--- src/core/tsc_pkg.sv ---
// Purpose: Shared constants and types of the tuner synthesizer control core
// Assumes: One 125 MHz system clock; all input pins except the asynchronous reset arst_n sampled into that domain
// Notes:   Data-byte bit positions, reset values of programmed values and divider counts live here
package tsc_pkg;

  // System clock
  localparam int unsigned CLK_PERIOD_NS = 8;
  localparam int unsigned CLK_HZ        = 125000000;

  // Reference path: crystal divided by a fixed ratio
  localparam int unsigned XTAL_HZ      = 4000000;
  localparam int unsigned REF_HZ_MILLI = 7812500;
  localparam int unsigned REF_DIV      = 512;
  localparam int unsigned REF_CNT_W    = 9;
  localparam logic [8:0]  REF_LAST     = 9'h1FF;
  localparam logic [8:0]  REF_HALF     = 9'h100;

  // Feedback path: input already prescaled by a fixed 8
  localparam int unsigned PRESCALE  = 8;
  localparam int unsigned RATIO_W   = 15;
  localparam logic [14:0] RATIO_MIN = 15'h0100;
  localparam logic [14:0] RATIO_MAX = 15'h7FFF;
  localparam logic [14:0] RATIO_RST = 15'h0100;

  // Serial bus framing
  localparam logic [4:0] ADDR_FIXED    = 5'h18;
  localparam logic       DIR_WRITE     = 1'h0;
  localparam logic [3:0] BITS_PER_BYTE = 4'h8;
  localparam int unsigned SYNC_STAGES  = 3;

  // Field positions inside data bytes
  localparam int unsigned TYPE_BIT      = 7;
  localparam int unsigned CW1_CUR_BIT   = 6;
  localparam int unsigned CW1_TEST_BIT  = 5;
  localparam int unsigned CW1_TRI_BIT   = 4;
  localparam int unsigned CW1_OS_BIT    = 0;
  localparam int unsigned CW2_PORT_MSB  = 7;
  localparam int unsigned CW2_PORT_LSB  = 4;
  localparam int unsigned CW2_BAND_MSB  = 2;
  localparam int unsigned CW2_BAND_LSB  = 0;

  // Values after reset
  localparam logic [3:0] PORT_RST = 4'h0;
  localparam logic [2:0] BAND_RST = 3'h0;

  typedef enum logic [1:0] {
    PH_IDLE = 2'b00,
    PH_RECV = 2'b01,
    PH_ACK  = 2'b10,
    PH_SKIP = 2'b11
  } tsc_phase_t;

  // Decoded level on the address-select pin
  typedef enum logic [1:0] {
    CAS_GND  = 2'b00,
    CAS_OPEN = 2'b01,
    CAS_MID  = 2'b10,
    CAS_FULL = 2'b11
  } tsc_cas_t;

  typedef struct packed {
    logic pump_current_high;
    logic test_routing;
    logic pump_tristate;
    logic filter_out_disable;
  } tsc_loop_ctrl_t;

  localparam tsc_loop_ctrl_t LOOP_CTRL_RST = '{1'b0, 1'b0, 1'b0, 1'b0};

  typedef struct packed {
    // Pin synchronisers, index 0 is the first stage
    logic [2:0]     scl_q;
    logic [2:0]     sda_q;
    logic [2:0]     xtal_q;
    logic [2:0]     fin_q;
    logic [5:0]     cas_q;
    logic           scl_f;
    logic           sda_f;
    logic           xtal_f;
    logic           fin_f;
    logic [1:0]     strap;
    // Bus slave
    tsc_phase_t     phase;
    logic [3:0]     bitcnt;
    logic [7:0]     shreg;
    logic           is_data;
    logic           second;
    logic           kind_ratio;
    logic [6:0]     ratio_hi;
    logic           ack;
    // Programmed values
    logic [14:0]    ratio;
    tsc_loop_ctrl_t loop;
    logic [3:0]     port;
    logic [2:0]     band;
    // Dividers and detector
    logic [8:0]     ref_cnt;
    logic           ref_clk;
    logic [14:0]    div_cnt;
    logic           div_clk;
    logic           up;
    logic           dn;
    // Registered pin drives
    logic           pump_up;
    logic           pump_dn;
    logic           pump_oe;
    logic [3:0]     port_oe;
    logic [2:0]     band_oe;
  } tsc_state_t;

endpackage : tsc_pkg

--- src/core/tsc_synth_ctrl.sv ---
// Purpose: Two-wire write-only slave plus reference/feedback dividers and
//          phase/frequency detector of a tuner synthesizer
// Assumes: clk at 125 MHz, far faster than crystal, prescaled input and SCL
// Notes:   Analog parts stay outside; pump and ports leave as drive enables
//
// How it works
// - Crystal divided by 512 gives reference
// - Prescaled input divided by programmable ratio
// - Earlier divided edge pulses up, else down
// - In phase means no pump pulse
// - Tristate bit forces pump output off
// - Filter disable bit disconnects amplifier output
// - Pump current bit selects high current
// - Test bit routes reference, divided input out
// - Band outputs active where bit is one
// - Port outputs active where bit is one, ports 2 and 3 only with test bit off
// - Start and stop framed by SDA under SCL
// - Data bits sampled on rising SCL
// - Bytes MSB first, acknowledge on ninth clock
// - Address must be 11000 plus strap bits
// - Only write direction is answered
// - Strap bits decoded from address pin level
// - First and third byte MSB selects type
// - Second byte of a pair is same type
// - Ratio is unsigned fifteen bit binary
// - Control byte one layout decoded
// - Control byte two layout decoded
// - No SDA pull during power-on reset
`timescale 1ns/1ps

module tsc_synth_ctrl
  import tsc_pkg::*;
(
  // Clock and power-on reset
  input  wire logic        clk,
  input  wire logic        arst_n,
  // Serial bus pins
  input  wire logic        scl_i,
  input  wire logic        sda_i,
  output wire logic        sda_o,
  output wire logic        sda_oe,
  // Address-select pin level from the comparator
  input  wire tsc_cas_t    cas_level,
  // Synthesizer inputs
  input  wire logic        xtal_i,
  input  wire logic        prescaled_i,
  // Charge pump and filter amplifier
  output wire logic        pump_up,
  output wire logic        pump_dn,
  output wire logic        charge_pump_oe,
  output wire logic        pump_current_high,
  output wire logic        filter_amp_enable,
  // Open-collector outputs, high while sinking
  output wire logic [2:0]  band_out_oe,
  output wire logic [3:0]  port_out_oe,
  // Observed state
  output wire logic [14:0] ratio_value
);

  tsc_state_t s;
  tsc_state_t s_n;

  logic        scl_rise;
  logic        scl_fall;
  logic        start_seen;
  logic        stop_seen;
  logic        addr_ok;
  logic        xtal_rise;
  logic        fin_rise;
  logic        ref_fall;
  logic        div_fall;
  logic [14:0] new_ratio;
  logic [14:0] ratio_last;
  logic [14:0] half_ratio;

  function automatic logic [1:0] strap_bits(input tsc_cas_t lvl);
    logic [1:0] bits;
    bits = 2'h0;
    unique case (lvl)
      CAS_GND:  bits = 2'h0;
      CAS_OPEN: bits = 2'h1;
      CAS_MID:  bits = 2'h2;
      CAS_FULL: bits = 2'h3;
    endcase
    return bits;
  endfunction : strap_bits

  always_comb begin
    s_n        = s;
    scl_rise   = 1'b0;
    scl_fall   = 1'b0;
    start_seen = 1'b0;
    stop_seen  = 1'b0;
    addr_ok    = 1'b0;
    xtal_rise  = 1'b0;
    fin_rise   = 1'b0;
    ref_fall   = 1'b0;
    div_fall   = 1'b0;
    new_ratio  = {s.ratio_hi, s.shreg};
    ratio_last = s.ratio - 15'h0001;
    half_ratio = {1'b0, s.ratio[14:1]};

    // Three-stage synchronisers; a level counts once stages two and
    // three agree, so a single-sample glitch never reaches the slave
    s_n.scl_q  = {s.scl_q[1:0], scl_i};
    s_n.sda_q  = {s.sda_q[1:0], sda_i};
    s_n.xtal_q = {s.xtal_q[1:0], xtal_i};
    s_n.fin_q  = {s.fin_q[1:0], prescaled_i};
    s_n.cas_q  = {s.cas_q[3:0], cas_level};
    if (s.scl_q[1] == s.scl_q[2]) begin
      s_n.scl_f = s.scl_q[2];
    end
    if (s.sda_q[1] == s.sda_q[2]) begin
      s_n.sda_f = s.sda_q[2];
    end
    if (s.xtal_q[1] == s.xtal_q[2]) begin
      s_n.xtal_f = s.xtal_q[2];
    end
    if (s.fin_q[1] == s.fin_q[2]) begin
      s_n.fin_f = s.fin_q[2];
    end
    if (s.cas_q[3:2] == s.cas_q[5:4]) begin
      s_n.strap = strap_bits(tsc_cas_t'(s.cas_q[5:4]));
    end

    scl_rise  = ~s.scl_f & s_n.scl_f;
    scl_fall  = s.scl_f & ~s_n.scl_f;
    xtal_rise = ~s.xtal_f & s_n.xtal_f;
    fin_rise  = ~s.fin_f & s_n.fin_f;

    // SDA moving while SCL stays high frames a telegram
    start_seen = s.scl_f & s_n.scl_f & s.sda_f & ~s_n.sda_f;
    stop_seen  = s.scl_f & s_n.scl_f & ~s.sda_f & s_n.sda_f;

    addr_ok = (s.shreg[7:3] == ADDR_FIXED)
            & (s.shreg[2:1] == s.strap)
            & (s.shreg[0] == DIR_WRITE);

    if (start_seen) begin
      // A start always rearms the slave, also after a foreign address
      s_n.phase   = PH_RECV;
      s_n.bitcnt  = 4'h0;
      s_n.is_data = 1'b0;
      s_n.second  = 1'b0;
      s_n.ack     = 1'b0;
    end else if (stop_seen) begin
      // A pending first ratio byte is simply dropped here
      s_n.phase  = PH_IDLE;
      s_n.ack    = 1'b0;
      s_n.second = 1'b0;
    end else begin
      unique case (s.phase)
        PH_IDLE: begin
          s_n.ack = 1'b0;
        end
        PH_SKIP: begin
          s_n.ack = 1'b0;
        end
        PH_RECV: begin
          if (scl_rise && s.bitcnt != BITS_PER_BYTE) begin
            s_n.shreg  = {s.shreg[6:0], s.sda_f};
            s_n.bitcnt = s.bitcnt + 4'h1;
          end else if (scl_fall && s.bitcnt == BITS_PER_BYTE) begin
            if (s.is_data || addr_ok) begin
              s_n.ack   = 1'b1;
              s_n.phase = PH_ACK;
            end else begin
              s_n.phase = PH_SKIP;
            end
          end
        end
        PH_ACK: begin
          // Ninth clock ends on its falling edge; the byte is committed
          // only now, after the master has seen the acknowledge
          if (scl_fall) begin
            s_n.ack     = 1'b0;
            s_n.phase   = PH_RECV;
            s_n.bitcnt  = 4'h0;
            s_n.is_data = 1'b1;
            if (s.is_data && !s.second) begin
              s_n.second = 1'b1;
              if (!s.shreg[TYPE_BIT]) begin
                s_n.kind_ratio = 1'b1;
                s_n.ratio_hi   = s.shreg[6:0];
              end else begin
                s_n.kind_ratio = 1'b0;
                s_n.loop.pump_current_high  = s.shreg[CW1_CUR_BIT];
                s_n.loop.test_routing       = s.shreg[CW1_TEST_BIT];
                s_n.loop.pump_tristate      = s.shreg[CW1_TRI_BIT];
                s_n.loop.filter_out_disable = s.shreg[CW1_OS_BIT];
              end
            end else if (s.is_data) begin
              // Second byte takes the type of the first one
              s_n.second = 1'b0;
              if (s.kind_ratio) begin
                // Ratios below the usable range are refused, keeping the
                // divider from a degenerate count
                if (new_ratio >= RATIO_MIN) begin
                  s_n.ratio = new_ratio;
                end
              end else begin
                s_n.port = s.shreg[CW2_PORT_MSB:CW2_PORT_LSB];
                s_n.band = s.shreg[CW2_BAND_MSB:CW2_BAND_LSB];
              end
            end
          end
        end
      endcase
    end

    // Reference divider, counts crystal periods
    if (xtal_rise) begin
      if (s.ref_cnt == REF_LAST) begin
        s_n.ref_cnt = 9'h000;
      end else begin
        s_n.ref_cnt = s.ref_cnt + 9'h001;
      end
    end
    s_n.ref_clk = (s_n.ref_cnt < REF_HALF);

    // Feedback divider; the >= compare lets a new smaller ratio take
    // effect within one period instead of wrapping the whole counter
    if (fin_rise) begin
      if (s.div_cnt >= ratio_last) begin
        s_n.div_cnt = 15'h0000;
      end else begin
        s_n.div_cnt = s.div_cnt + 15'h0001;
      end
    end
    s_n.div_clk = (s_n.div_cnt < half_ratio);

    ref_fall = s.ref_clk & ~s_n.ref_clk;
    div_fall = s.div_clk & ~s_n.div_clk;

    // Three-state detector: each falling edge arms its side; once both
    // sides are armed the overlap is cancelled
    s_n.up = s.up | div_fall;
    s_n.dn = s.dn | ref_fall;
    if (s_n.up && s_n.dn) begin
      s_n.up = 1'b0;
      s_n.dn = 1'b0;
    end

    s_n.pump_up = s_n.up & ~s_n.loop.pump_tristate;
    s_n.pump_dn = s_n.dn & ~s_n.loop.pump_tristate;
    s_n.pump_oe = (s_n.up | s_n.dn) & ~s_n.loop.pump_tristate;

    s_n.band_oe = s_n.band;
    s_n.port_oe[1:0] = s_n.port[1:0];
    if (s_n.loop.test_routing) begin
      s_n.port_oe[2] = s_n.ref_clk;
      s_n.port_oe[3] = s_n.div_clk;
    end else begin
      s_n.port_oe[3:2] = s_n.port[3:2];
    end
  end

  always_ff @(posedge clk or negedge arst_n) begin
    if (!arst_n) begin
      // Bus lines idle high, so filtered levels start high to keep a
      // release from looking like a start
      s         <= '0;
      s.scl_q   <= 3'h7;
      s.sda_q   <= 3'h7;
      s.scl_f   <= 1'b1;
      s.sda_f   <= 1'b1;
      s.phase   <= PH_IDLE;
      s.ack     <= 1'b0;
      s.ratio   <= RATIO_RST;
      s.loop    <= LOOP_CTRL_RST;
      s.port    <= PORT_RST;
      s.band    <= BAND_RST;
      s.ref_clk <= 1'b1;
    end else begin
      s <= s_n;
    end
  end

  // Open drain: the pin is only ever pulled low
  assign sda_o             = 1'b0;
  assign sda_oe            = s.ack;
  assign pump_up           = s.pump_up;
  assign pump_dn           = s.pump_dn;
  assign charge_pump_oe    = s.pump_oe;
  assign pump_current_high = s.loop.pump_current_high;
  assign filter_amp_enable = ~s.loop.filter_out_disable;
  assign band_out_oe       = s.band_oe;
  assign port_out_oe       = s.port_oe;
  assign ratio_value       = s.ratio;

endmodule : tsc_synth_ctrl

--- config.mk ---
export PLATFORM = sky130hd
export DESIGN_NAME = tsc_synth_ctrl
export DESIGN_NICKNAME = d
export VERILOG_FILES = /design/src/core/tsc_pkg.sv /design/src/core/tsc_synth_ctrl.sv
export SDC_FILE = /design/constraint.sdc
export NUM_CORES = 1
export LEC_CHECK = 0
export BUFFER_PORTS_ARGS = -buffer_cell sky130_fd_sc_hd__buf_2
export CAP_MARGIN = 20
export CORE_UTILIZATION = 65
export CTS_BUF_LIST = sky130_fd_sc_hd__clkbuf_8 sky130_fd_sc_hd__clkbuf_16
export CTS_CLUSTER_SIZE = 10
export DETAILED_ROUTE_END_ITERATION = 10
export PLACE_DENSITY = 0.87
export SYNTH_ARGS = -nofsm -noshare
export SYNTH_HDL_FRONTEND = slang
export SYNTH_SLANG_ARGS = --single-unit
--- constraint.sdc ---
create_clock -name clk -period 11.1 [get_ports clk]
set_input_delay 1.665 -clock clk [delete_from_list [all_inputs] [get_ports clk]]
set_output_delay 1.665 -clock clk [all_outputs]
set_load 0.03 [all_outputs]
---- Yosys cells after proc, flatten, opt, wreduce, memory -nomap -nowiden ----
Cells that the tools add are included.
word-level totals
  flip-flop bits (word level) ............. 110
  input bits .............................. 8
  output and inout bits ................... 29
  word-level logic and storage cells ...... 176
cells by class
  add/subtract/negate cells ............... 4
  order comparisons ....................... 4
  equality and inequality tests ........... 23
  multiplexer cells ....................... 48
  bitwise operators ....................... 35
  reduce and logical (&&, ||, !) cells .... 27
operators with widths
  operator                 count
  $mux W15                 6
  $mux W10                 4
  $mux W37                 1
  $mux W7                  4
  $ne A4 B4 Y1 const B     5
  $mux W9                  2
  $and A1 B1 Y1            16
  $mux W8                  2
  $not A1 Y1               16
  $reduce_and A4 Y1        4
  $add A15 B1 Y15 const B  1
  $ge A15 B15 Y1           1
  $ge A15 B9 Y1 const B    1
  $lt A15 B14 Y1           1
  $sub A15 B1 Y15 const B  1
  $mux W1                  14
  $mux W13                 1
  $mux W12                 1
  $mux W2                  6
  $mux W6                  2
  $pmux W6 S2              1
  $reduce_and A6 Y1        2
  $add A9 B1 Y9 const B    1
  $eq A9 B9 Y1 const B     1
  other kinds (26)         47

---- Depth between registers and ports, before layout ----
Gate-level depths: netlist (run 1).
  word-level depth ........................ 12
  mapped depth ............................ 21
  gate-level depth less buffers ........... 21

---- Least setup slack after synthesis (run 1) ----
Ideal clock, no wire load.
  kind .................................... register to register
  start point ............................. register s, in the netlist ratio_value[7]
  end point ............................... register s, in the netlist pump_up
  setup time .............................. 0.119 ns
  arrival time ............................ 4.230 ns
  data required time ...................... 10.981 ns
  setup slack ............................. 6.751 ns
  stages on the path, launching flop included .. 20
  buffers on the path ..................... 0
  clock period less this slack ............ 4.349 ns
  path through ............................ dfrtp_1 inv_1 nand4_1 or3_1 nor3_1 xnor2_1 ha_1 and4_1 and2_1 a22oi_1 o31ai_4 nor2_1 ha_1 a21o_1 a2111oi_0 nor2_1 or3_1 o32a_1 ha_1 and2_1
RTL lines
  item                    line                   text
  from (decl)             tsc_synth_ctrl.sv:60   tsc_state_t s;
  from (signal assigned)  tsc_synth_ctrl.sv:275  s <= s_n;

==> metrics.txt, run 1 <==
worst min path class reg2reg; CTS tree built; via/cell ratio 6.07; layout cell share with drive strength beyond 1 18.7%; final worst slack 6180 ps; Fmax 0.203 GHz; syn nets 576; Routed WL 11.7 mm; register area share after synthesis 48.7%; CTS sink cnt 108; clock root cell clkbuf_8; Worst Clk Skew 16.4 ps; # DRC 0; vias post-DR 3976; Tot Pwr 935 uW; Starting Density 67.5%; IO Port Bufs 35; critical path type reg2reg; initial antenna violation count 0; Overflow after GRT 0; antenna cell count 0; Core ar. 0.00826 sq mm; clock buffer depth 2; Power Dens Cells 159 mW/mm^2; Worst-Margin Slew 752 ps; main flop type after synthesis dfrtp_1; crit path capture type flop; synthesized cell area 0.00558 sq mm; VDD IR-drop max 133 uV; YS warnings 0; commonest non-fill, non-tap cells in the layout dfrtp_1 (98), o21ai_0 (47), nand2_1 (44); pre-CTS setup slack 6300 ps; unrepaired setup endpoints after global routing false; syn_area_per_cell 10.5 sq um; DRT antenna net count 0; CP required 11420 ps; most used cell, CP nor2_1; placed cells 639; count of different cell masters after synthesis 64; gpl congestion 0.924; DP Area 0.00570 sq mm; maximum number of pins on one net before global-route repair 63; chip width 94.6 microns; Startpoint Class flop; crit path DAT 5240 ps; die area 0.00895 sq mm; WL/cell 17.9 microns; setup_tns 0 ps; nets 592; LEAKAGE 0.00285 uW; # setup viols final 0; GRT Util Overall 28.8%; Slew Limit Fails 0; status completed; slowest cell on the critical path o31ai_4; Ports 37; synthesized instance count 529; slowest cell delay on critical path 500 ps; final instance area 0.00590 sq mm; CP Cell Sequence inv_1 -> nand4_1 -> nor2_1 -> nand2_1 -> and2_1 -> ha_1 -> nand4_1 -> o311a_1 -> o31ai_4 -> nor2_1 -> ha_1 -> a21o_1 -> a2111oi_0 -> nor2_1 -> or3_1 -> o32a_1 -> ha_1 -> nor2_1; Post-synth EDFFs 0; critical path peak fanout 10; clk_lat worst skew 380 ps; final worst-path cycle share 44.4%; vias in the first global route 4004; H-Tree Depth 3; min Tclk post-route 4920 ps; Slew HR 49.9%; number of max-cap violations 0; DR iter-0 viols 225; clock transition at the registers of the reported paths 110 ps; TritonCTS Buffers 9; endpoints failing hold 0; Area Growth Syn to Fin 5.74%; fraction of registers with async set/reset 100%; buffers plus inverters on the worst setup path 1; Finished Layout Cells 655; most common cell after layout, fill and taps aside dfrtp_1; DP HPWL 8.20 mm; first-pass GRT wire length 19.5 mm; height of the die 94.6 microns; cts hold-fix bufs 0; Synth Register Bits 108; Pre-Repair DR Iteration Count 5; Setup Fix Bufs, Post-CTS 0; post-CTS sizing 0; cell family with most CP delay compound AO/OA/AOI/OAI gates; FILL cells 600; row cnt 33
## state kept, by name (all words and copies together) (netlist names)
signal,cells
pump_dn,1
pump_current_high,1
new_ratio,15
charge_pump_oe,1
pump_up,1
band_out_oe,3
port_out_oe,4
sda_oe,1
s,66
ratio_value,15
## final timing paths
check | from | to | slack (ps) | cells past startpoint
max in group asynchronous | arst_n | s[12] | 8620 | 2
worst min-delay path | s[101] | s[102] | 350 | 0
worst max-delay path | ratio_value[2] | charge_pump_oe | 6180 | 18
worst max register to register | ratio_value[2] | charge_pump_oe | 6180 | 18
worst min register to register | s[101] | s[102] | 350 | 0
min in group asynchronous | arst_n | s[16] | 1280 | 1
## cells in the mapped netlist (2+ instances only)
master	n	area share, %
dfrtp_1	98	44
o21ai_0	47	4.2
nand2_1	44	3.0
ha_1	39	8.8
nor2_1	36	2.4
inv_1	31	2.1
mux2_2	24	4.8
buf_4	23	3.1
xnor2_1	23	3.6
a21oi_1	22	2.0
nand4_1	13	1.5
dfstp_2	10	4.7
nand3_1	10	0.90
nand2b_1	8	0.90
nor3_1	8	0.72
a31oi_1	6	0.67
and3_1	6	0.67
and2_1	5	0.56
nor4_1	5	0.56
clkbuf_1	4	0.27
or3_1	4	0.45
maj3_1	3	0.54
mux2_4	3	0.81
mux2i_1	3	0.54
nand3b_1	3	0.40
o21ai_1	3	0.27
o2bb2ai_1	3	0.47
a21o_1	2	0.27
and3b_1	2	0.31
buf_2	2	0.18
nor4bb_1	2	0.36
o21a_1	2	0.27
o22ai_1	2	0.22
or2_2	2	0.22
xor2_1	2	0.31
## per-layer routing
layer  wire length, microns  GRT usage [%]  vias to the layer above
li1                       -              -                     1862
met1                   5170           37.2                     1999
met2                   5930           49.9                      100
met3                    489           5.48                       15
met4                    158           7.20                        0
met5                      0              0                        -
## worst register-to-register path: cells and delay by family (launching register included)
| kind | cells | cell delay, ps |
|---|---|---|
| compound gates | 5 | 1830 |
| fa+ha+maj | 3 | 930 |
| buf+inv | 1 | 160 |
| flops | 1 | 430 |
| simple gates | 9 | 1530 |
## metrics by stage
stage,util (%),hold WS [ps]
2_1_floorplan,-,331
3_3_place_gp,68.8,333
3_5_place_dp,69.0,336
4_1_cts,71.4,365
5_1_grt,71.4,368
6_report,71.4,354
## cell families after synthesis
family,after synthesis,share of synthesized area (%)
AO/OA/AOI/OAI,101,11.0
XOR/XNOR,25,3.93
flip-flops,108,48.7
buffers and inverters,63,6.15
AND/OR/NAND/NOR,159,14.7
multiplexers,30,6.19
other,1,0.0672
adder cells (fa/ha/maj),42,9.29
## cell type report
cell class                      instances  area [sq um]  area share (%)
Sequential cell                       108          2720            46.0
Multi-Input combinational cell        358          2530            43.0
Timing Repair Buffer                   37           200            3.39
Clock buffer                           10           138            2.33
Tap cell                              105           131            2.23
Inverter                               31           116            1.97
Clock inverter                          6          62.6            1.06
## where the power goes
part           internal (uW)  switching [uW]  leakage [uW]
sequential               438            49.6       0.00140
combinational           92.7             114       0.00135
clock                   94.6             146      0.000103
total                    626             310       0.00285
Power figures use the tool's default switching activity.
==> run 2, diff against run 1 <==
--- a/config.mk
+++ b/config.mk
@@ -5,13 +5,14 @@
 export SDC_FILE = /design/constraint.sdc
 export NUM_CORES = 1
 export LEC_CHECK = 0
+export ABC_AREA = 1
 export BUFFER_PORTS_ARGS = -buffer_cell sky130_fd_sc_hd__buf_2
 export CAP_MARGIN = 20
-export CORE_UTILIZATION = 65
+export CORE_UTILIZATION = 61
 export CTS_BUF_LIST = sky130_fd_sc_hd__clkbuf_8 sky130_fd_sc_hd__clkbuf_16
 export CTS_CLUSTER_SIZE = 10
 export DETAILED_ROUTE_END_ITERATION = 10
-export PLACE_DENSITY = 0.87
+export PLACE_DENSITY = 0.82
 export SYNTH_ARGS = -nofsm -noshare
 export SYNTH_HDL_FRONTEND = slang
 export SYNTH_SLANG_ARGS = --single-unit
==> constraint.sdc (replaced) <==
create_clock -name clk -period 5.15 [get_ports clk]
set_input_delay 0.7725 -clock clk [delete_from_list [all_inputs] [get_ports clk]]
set_output_delay 0.7725 -clock clk [all_outputs]
set_load 0.03 [all_outputs]
==> run 2 against run 1 <==
Synthesized cell count increased by 19%. Clock power increased by 130%. First-iteration DRC count increased by 16%. Non-clock buffer count increased by 1. Wire length decreased by 5.8%. Sequential share of layout area decreased by 0.50 points. Sequential power increased by 130%. Hold slack improved by 7.0 ps. Via count increased by 4.3%. Largest power group unchanged.
==> metrics.txt, run 2 <==
Slew Limit Fails 0 (unchanged); Starting Density 63.5% (was 67.5%); critical path type reg2reg (unchanged); crit path capture type flop (unchanged); syn nets 674 (was 576); die area 0.00952 sq mm (was 0.00895 sq mm); Pre-Repair DR Iteration Count 6 (was 5); YS warnings 0 (unchanged); cts hold-fix bufs 0 (unchanged); FF-to-FF End charge_pump_oe (unchanged); endpoints failing hold 0 (unchanged); count of different cell masters after synthesis 44 (was 64); number of max-cap violations 0 (unchanged); R2R setup slack 510 ps (was 6180 ps); most frequent cells after synthesis nand2_1 (113), dfrtp_1 (98), inv_1 (87), nor2_1 (50), ha_1 (39) (was dfrtp_1 (98), o21ai_0 (47), nand2_1 (44), ha_1 (39), nor2_1 (36)); Area Growth Syn to Fin 7.05% (was 5.74%); slowest cell delay on critical path 400 ps (was 500 ps); largest cells by area after synthesis dfrtp_1 (44%), ha_1 (8.8%), nand2_1 (7.6%) (was dfrtp_1 (44%), ha_1 (8.8%), mux2_2 (4.8%)); chip width 97.6 microns (was 94.6 microns); most common cell after layout, fill and taps aside nand2_1 (was dfrtp_1); H-Tree Depth 3 (unchanged); reg2reg start ratio_value[0] (was ratio_value[2]); WL/cell 14.6 microns (was 17.9 microns); Routed WL 11.1 mm (was 11.7 mm); main flop type after synthesis dfrtp_1 (unchanged); synthesized cell area 0.00557 sq mm (was 0.00558 sq mm); critical path peak fanout 5 (was 10); synthesized instance count 627 (was 529); HP Start s[101] (unchanged); unrepaired setup endpoints after global routing false (unchanged); clock transition at the registers of the reported paths 110 ps (about the same); FILL cells 658 (was 600); vias in the first global route 4034 (was 4004); syn_area_per_cell 8.88 sq um (was 10.5 sq um); layout cell share with drive strength beyond 1 14.4% (was 18.7%); row cnt 34 (was 33); vias post-DR 4148 (was 3976); fraction of registers with async set/reset 100% (unchanged); Top reg by flops s (unchanged); commonest non-fill, non-tap cells in the layout nand2_1 (113), dfrtp_1 (98), inv_1 (87) (was dfrtp_1 (98), o21ai_0 (47), nand2_1 (44)); IO Port Bufs 35 (unchanged); Core ar. 0.00876 sq mm (was 0.00826 sq mm); worst min path class reg2reg (unchanged); CP required 5460 ps (was 11420 ps); number of flip-flops in the largest register 66 (unchanged); height of the die 97.6 microns (was 94.6 microns); TritonCTS Buffers 9 (unchanged); Startpoint Class flop (unchanged); Hold Crit Depth 0 (unchanged); DP HPWL 8.12 mm (was 8.20 mm); min Tclk post-route 4640 ps (was 4920 ps); crit path DAT 4950 ps (was 5240 ps); clk_lat worst skew 370 ps (was 380 ps); LEAKAGE 0.00303 uW (was 0.00285 uW); gpl congestion 0.931 (was 0.924); Fmax 0.216 GHz (was 0.203 GHz); setup_tns 0 ps (unchanged); DR iter-0 viols 260 (was 225); maximum number of pins on one net before global-route repair 73 (was 63); via/cell ratio 5.46 (was 6.07); top-count cell post-synth nand2_1 (was dfrtp_1); initial antenna violation count 0 (unchanged); antenna cell count 0 (unchanged); Power Dens Cells 428 mW/mm^2 (was 159 mW/mm^2); Post-synth EDFFs 0 (unchanged); Overflow after GRT 0 (unchanged); Ports 37 (unchanged); clock buffer depth 2 (unchanged); Synth top area share 44.0% (about the same); # setup viols final 0 (unchanged); register area share after synthesis 48.8% (was 48.7%); Synth area leader dfrtp_1 (unchanged); GRT Util Overall 24.5% (was 28.8%); Synth Register Bits 108 (unchanged); clock root cell clkbuf_8 (unchanged); Worst-Margin Slew 903 ps (was 752 ps); Worst Clk Skew 9.08 ps (was 16.4 ps); CTS tree built (unchanged); status completed (unchanged); Slew HR 39.7% (was 49.9%); VDD IR-drop max 233 uV (was 133 uV); Tot Pwr 2550 uW (was 935 uW); final worst-path cycle share 90.1% (was 44.4%); DRT antenna net count 0 (unchanged); R2R depth 28 (was 18); first-pass GRT wire length 18.7 mm (was 19.5 mm); nets 694 (was 592); hold path endpoint s[102] (unchanged); Layout Utilization 68.0% (was 71.4%); CTS sink cnt 108 (unchanged); slowest cell on the critical path dfrtp_1 (was o31ai_4); # DRC 0 (unchanged)
run 2: report_power, final:
| part | internal, uW | switching, uW | total, uW | leakage, uW |
|---|---|---|---|---|
| combinational | 303 | 568 | 871 | 0.00153 |
| clock | 238 | 314 | 552 | 0.000109 |
| sequential | 1010 | 117 | 1130 | 0.00139 |
| total | 1550 | 1000 | 2550 | 0.00303 |
run 2: worst max-delay path, delay by kind of cell, from the launching register on:
family / cells / cell delay (ps)
AND/OR/NAND/NOR: 16 / 1820
adder cells (fa/ha/maj): 4 / 1100
AO/OA/AOI/OAI: 6 / 960
flip-flops: 1 / 400
XOR/XNOR: 1 / 170
buffers and inverters: 1 / 110
run 2: metal layers:
metal / part of all wire [%] / GRT usage, % / up-vias
met4: 2.0 / 9.28 / 0
met3: 4.0 / 3.81 / 24
met1: 45 / 33.4 / 1968
met2: 48 / 39.8 / 110
met5: 0 / 0 / -
li1: - / - / 2046
run 2: final cells by class:
| class | count | area [sq um] | area share, % |
|---|---|---|---|
| flip-flops and latches | 108 | 2720 | 45.5 |
| multi-input cells | 396 | 2340 | 39.3 |
| inverters | 94 | 353 | 5.92 |
| repair buffers | 38 | 200 | 3.36 |
| well taps | 108 | 135 | 2.27 |
| clock buffers | 9 | 124 | 2.08 |
| clock inverters | 7 | 92.6 | 1.55 |
run 2: metrics by stage:
stage | cell area [sq um] | setup slack [ps] | hold slack, ps | std cells
floorplan | 5570 | 665 | 331 | 627
global placement | 5700 | 480 | 335 | 742
detailed placement | 5700 | 262 | 339 | 742
CTS | 5910 | 198 | 363 | 758
global route | 5960 | 56.8 | 367 | 760
finish | 5960 | 510 | 361 | 760
run 2: kinds of logic (layout without fill, tap and decap cells):
logic type | Yosys count | after routing | synth area share, %
buffers and inverters | 124 | 148 | 9.93
DFF | 108 | 108 | 48.8
AOI/OAI and AO/OA | 97 | 98 | 9.55
and+or+nand+nor | 236 | 236 | 19.4
muxes | 1 | 1 | 0.180
other | 1 | 1 | 0.0673
adders and majority gates | 41 | 41 | 9.12
xor gates and xnor gates | 19 | 19 | 2.99
run 2: how the worst max path moves through the flow:
stage	start	to	slack [ps]	depth (start not counted)
after global placement	ratio_value[0]	charge_pump_oe	480	29
after CTS	ratio_value[0]	charge_pump_oe	200	29
after global routing	ratio_value[2]	charge_pump_oe	60	28
after floorplan	ratio_value[0]	charge_pump_oe	670	30
after detailed placement	ratio_value[0]	charge_pump_oe	260	29
final	ratio_value[0]	charge_pump_oe	510	28
run 2: timing repair:
action | CTS | global route
gates resized for setup | 0 | 6
setup endpoints to repair | 0 | 6
setup buffers | 0 | 1
==> run 3, diff against run 2 <==
==> constraint.sdc (replaced) <==
create_clock -name clk -period 5.29 [get_ports clk]
set_input_delay 0.7935 -clock clk [delete_from_list [all_inputs] [get_ports clk]]
set_output_delay 0.7935 -clock clk [all_outputs]
set_load 0.03 [all_outputs]
==> run 3 against run 2 <==
Maximum frequency decreased by 3.5%. Global-route usage increased by 1.0 points. Power decreased by 5.0%. Flip-flop and latch count unchanged. Hold slack about the same. Via count increased by 1.1%. Largest power group unchanged.
==> metrics.txt, run 3 (same netlist as run 2, synthesis figures left out) <==
reg2reg start ratio_value[0] (unchanged); combinational share of power 34.7% (was 34.2%); CP required 5610 ps (was 5460 ps); Finished Layout Cells 763 (was 760); IO Port Bufs 35 (unchanged); height of the die 97.6 microns (unchanged); CTS tree built (unchanged); critical path peak fanout 7 (was 5); most used cell, CP nand2_1; R2R depth 28 (unchanged); first-pass GRT wire length 19.3 mm (was 18.7 mm); Switching Fraction 40.0% (was 39.2%); slowest cell delay on critical path 400 ps (about the same); Power Internal 1450 uW (was 1550 uW); placed cells 741 (was 742); Starting Density 63.5% (unchanged); crit path capture type flop (unchanged); Psw 970 uW (was 1000 uW); Area Growth Syn to Fin 6.52% (was 7.05%); Power Dens Cells 408 mW/mm^2 (was 428 mW/mm^2); initial antenna violation count 0 (unchanged); Core ar. 0.00876 sq mm (unchanged); H-Tree Depth 3 (unchanged); clock root cell clkbuf_8 (unchanged); endpoints failing hold 0 (unchanged); maximum number of pins on one net before global-route repair 76 (was 73); layout cell share with drive strength beyond 1 14.2% (was 14.4%); antenna cell count 0 (unchanged); Top reg by flops s (unchanged); Layout Utilization 67.7% (was 68.0%); # DRC 0 (unchanged); DR iter-0 viols 221 (was 260); number of flip-flops in the largest register 66 (unchanged); Worst Clk Skew 20.4 ps (was 9.08 ps); setup_tns 0 ps (unchanged); vias post-DR 4195 (was 4148); FILL cells 698 (was 658); slowest cell on the critical path dfrtp_1 (unchanged); chip width 97.6 microns (unchanged); row cnt 34 (unchanged); WL/cell 14.7 microns (was 14.6 microns); crit path DAT 5130 ps (was 4950 ps); cts hold-fix bufs 0 (unchanged); min Tclk post-route 4810 ps (was 4640 ps); number of max-cap violations 0 (unchanged); CP startpoint ratio_value[0] (unchanged); Ports 37 (unchanged); commonest non-fill, non-tap cells in the layout nand2_1 (113), dfrtp_1 (98), inv_1 (88) (was nand2_1 (113), dfrtp_1 (98), inv_1 (87)); Pre-Repair DR Iteration Count 5 (was 6); status completed (unchanged); via/cell ratio 5.50 (was 5.46); critical path type reg2reg (unchanged); most common cell after layout, fill and taps aside nand2_1 (unchanged); Slew HR 37.7% (was 39.7%); worst min path class reg2reg (unchanged); Hold Crit Depth 0 (unchanged); Startpoint Class flop (unchanged); CTS sink cnt 108 (unchanged); VDD IR-drop max 262 uV (was 233 uV); GRT Util Overall 25.5% (was 24.5%); Slew Limit Fails 0 (unchanged); DRT antenna net count 0 (unchanged); clock transition at the registers of the reported paths 110 ps (about the same); Clk network pwr share 20.1% (was 21.7%); HP Start s[96] (was s[101]); Worst-Margin Slew 935 ps (was 903 ps); gpl congestion 0.907 (was 0.931); Routed WL 11.2 mm (was 11.1 mm); clock buffer depth 2 (unchanged); die area 0.00952 sq mm (unchanged); Sequential Power Share 45.1% (was 44.2%); DP HPWL 8.35 mm (was 8.12 mm); nets 697 (was 694); TritonCTS Buffers 9 (unchanged); final worst-path cycle share 90.8% (was 90.1%); LEAKAGE 0.00302 uW (was 0.00303 uW); clk_lat worst skew 390 ps (was 370 ps); Overflow after GRT 0 (unchanged); # setup viols final 0 (unchanged); unrepaired setup endpoints after global routing false (unchanged); vias in the first global route 4225 (was 4034); Fmax 0.208 GHz (was 0.216 GHz)
-- run 3: cell types whose count changed in the layout (fill, tap and decap cells not counted), sizes merged --
cell      change
bufinv        -1
buf           +4
a21oi         -1
clkinvlp      +2
clkinv        -3
inv           +2
-- run 3: worst paths after layout --
check	end	slack, ps
setup / recovery	charge_pump_oe	480
hold / removal	s[98]	360
setup reg to reg	charge_pump_oe	480
hold reg to reg	s[98]	360
max in group asynchronous	s[110]	3730
min in group asynchronous	s[91]	560
-- run 3: through the flow --
step / total power, uW / area (sq um) / setup WS (ps) / hold WS [ps]
finish: 2420 / 5930 / 484 / 361
global route: 2590 / 5930 / 40.0 / 367
CTS: 2430 / 5870 / 73.4 / 365
detailed placement: 1940 / 5690 / 91.5 / 340
global placement: 1880 / 5690 / 443 / 335
floorplan: 1720 / 5570 / 805 / 331
-- run 3: cell type report --
| class | instances | area (sq um) | area share, % |
|---|---|---|---|
| inverters | 94 | 353 | 5.95 |
| multi-input cells | 395 | 2310 | 39.0 |
| well taps | 108 | 135 | 2.28 |
| repair buffers | 42 | 230 | 3.88 |
| clock buffers | 9 | 124 | 2.09 |
| flip-flops and latches | 108 | 2720 | 45.8 |
| clock inverters | 7 | 61.3 | 1.03 |
-- run 3: critical path: cells and delay by family, from the launching register on --
kind	cells	cell delay [ps]
AOI/OAI and AO/OA	6	1020
xor gates and xnor gates	1	150
adders and majority gates	4	1110
buffers and inverters	3	300
DFF	1	400
and+or+nand+nor	14	1760
-- run 3: power groups by stage --
stage	Combinational, uW	Clock [uW]	Sequential [uW]
floorplan	617	0	1100
global placement	786	0	1100
detailed placement	838	0	1110
CTS	843	498	1090
global route	958	523	1110
finish	841	488	1090
-- run 3: layer usage --
layer	global-route usage (%)	vias up	wire (microns)
met4	10.1	0	228
met5	0	-	0
met1	31.8	2035	4800
li1	-	2053	-
met3	4.24	27	413
met2	44.3	80	5800
-- run 3: repair_timing --
item,CTS,global route
gates resized for setup,0,2
endpoints found under the hold margin,0,0
endpoints found under the setup margin,0,7
setup buffers,0,6
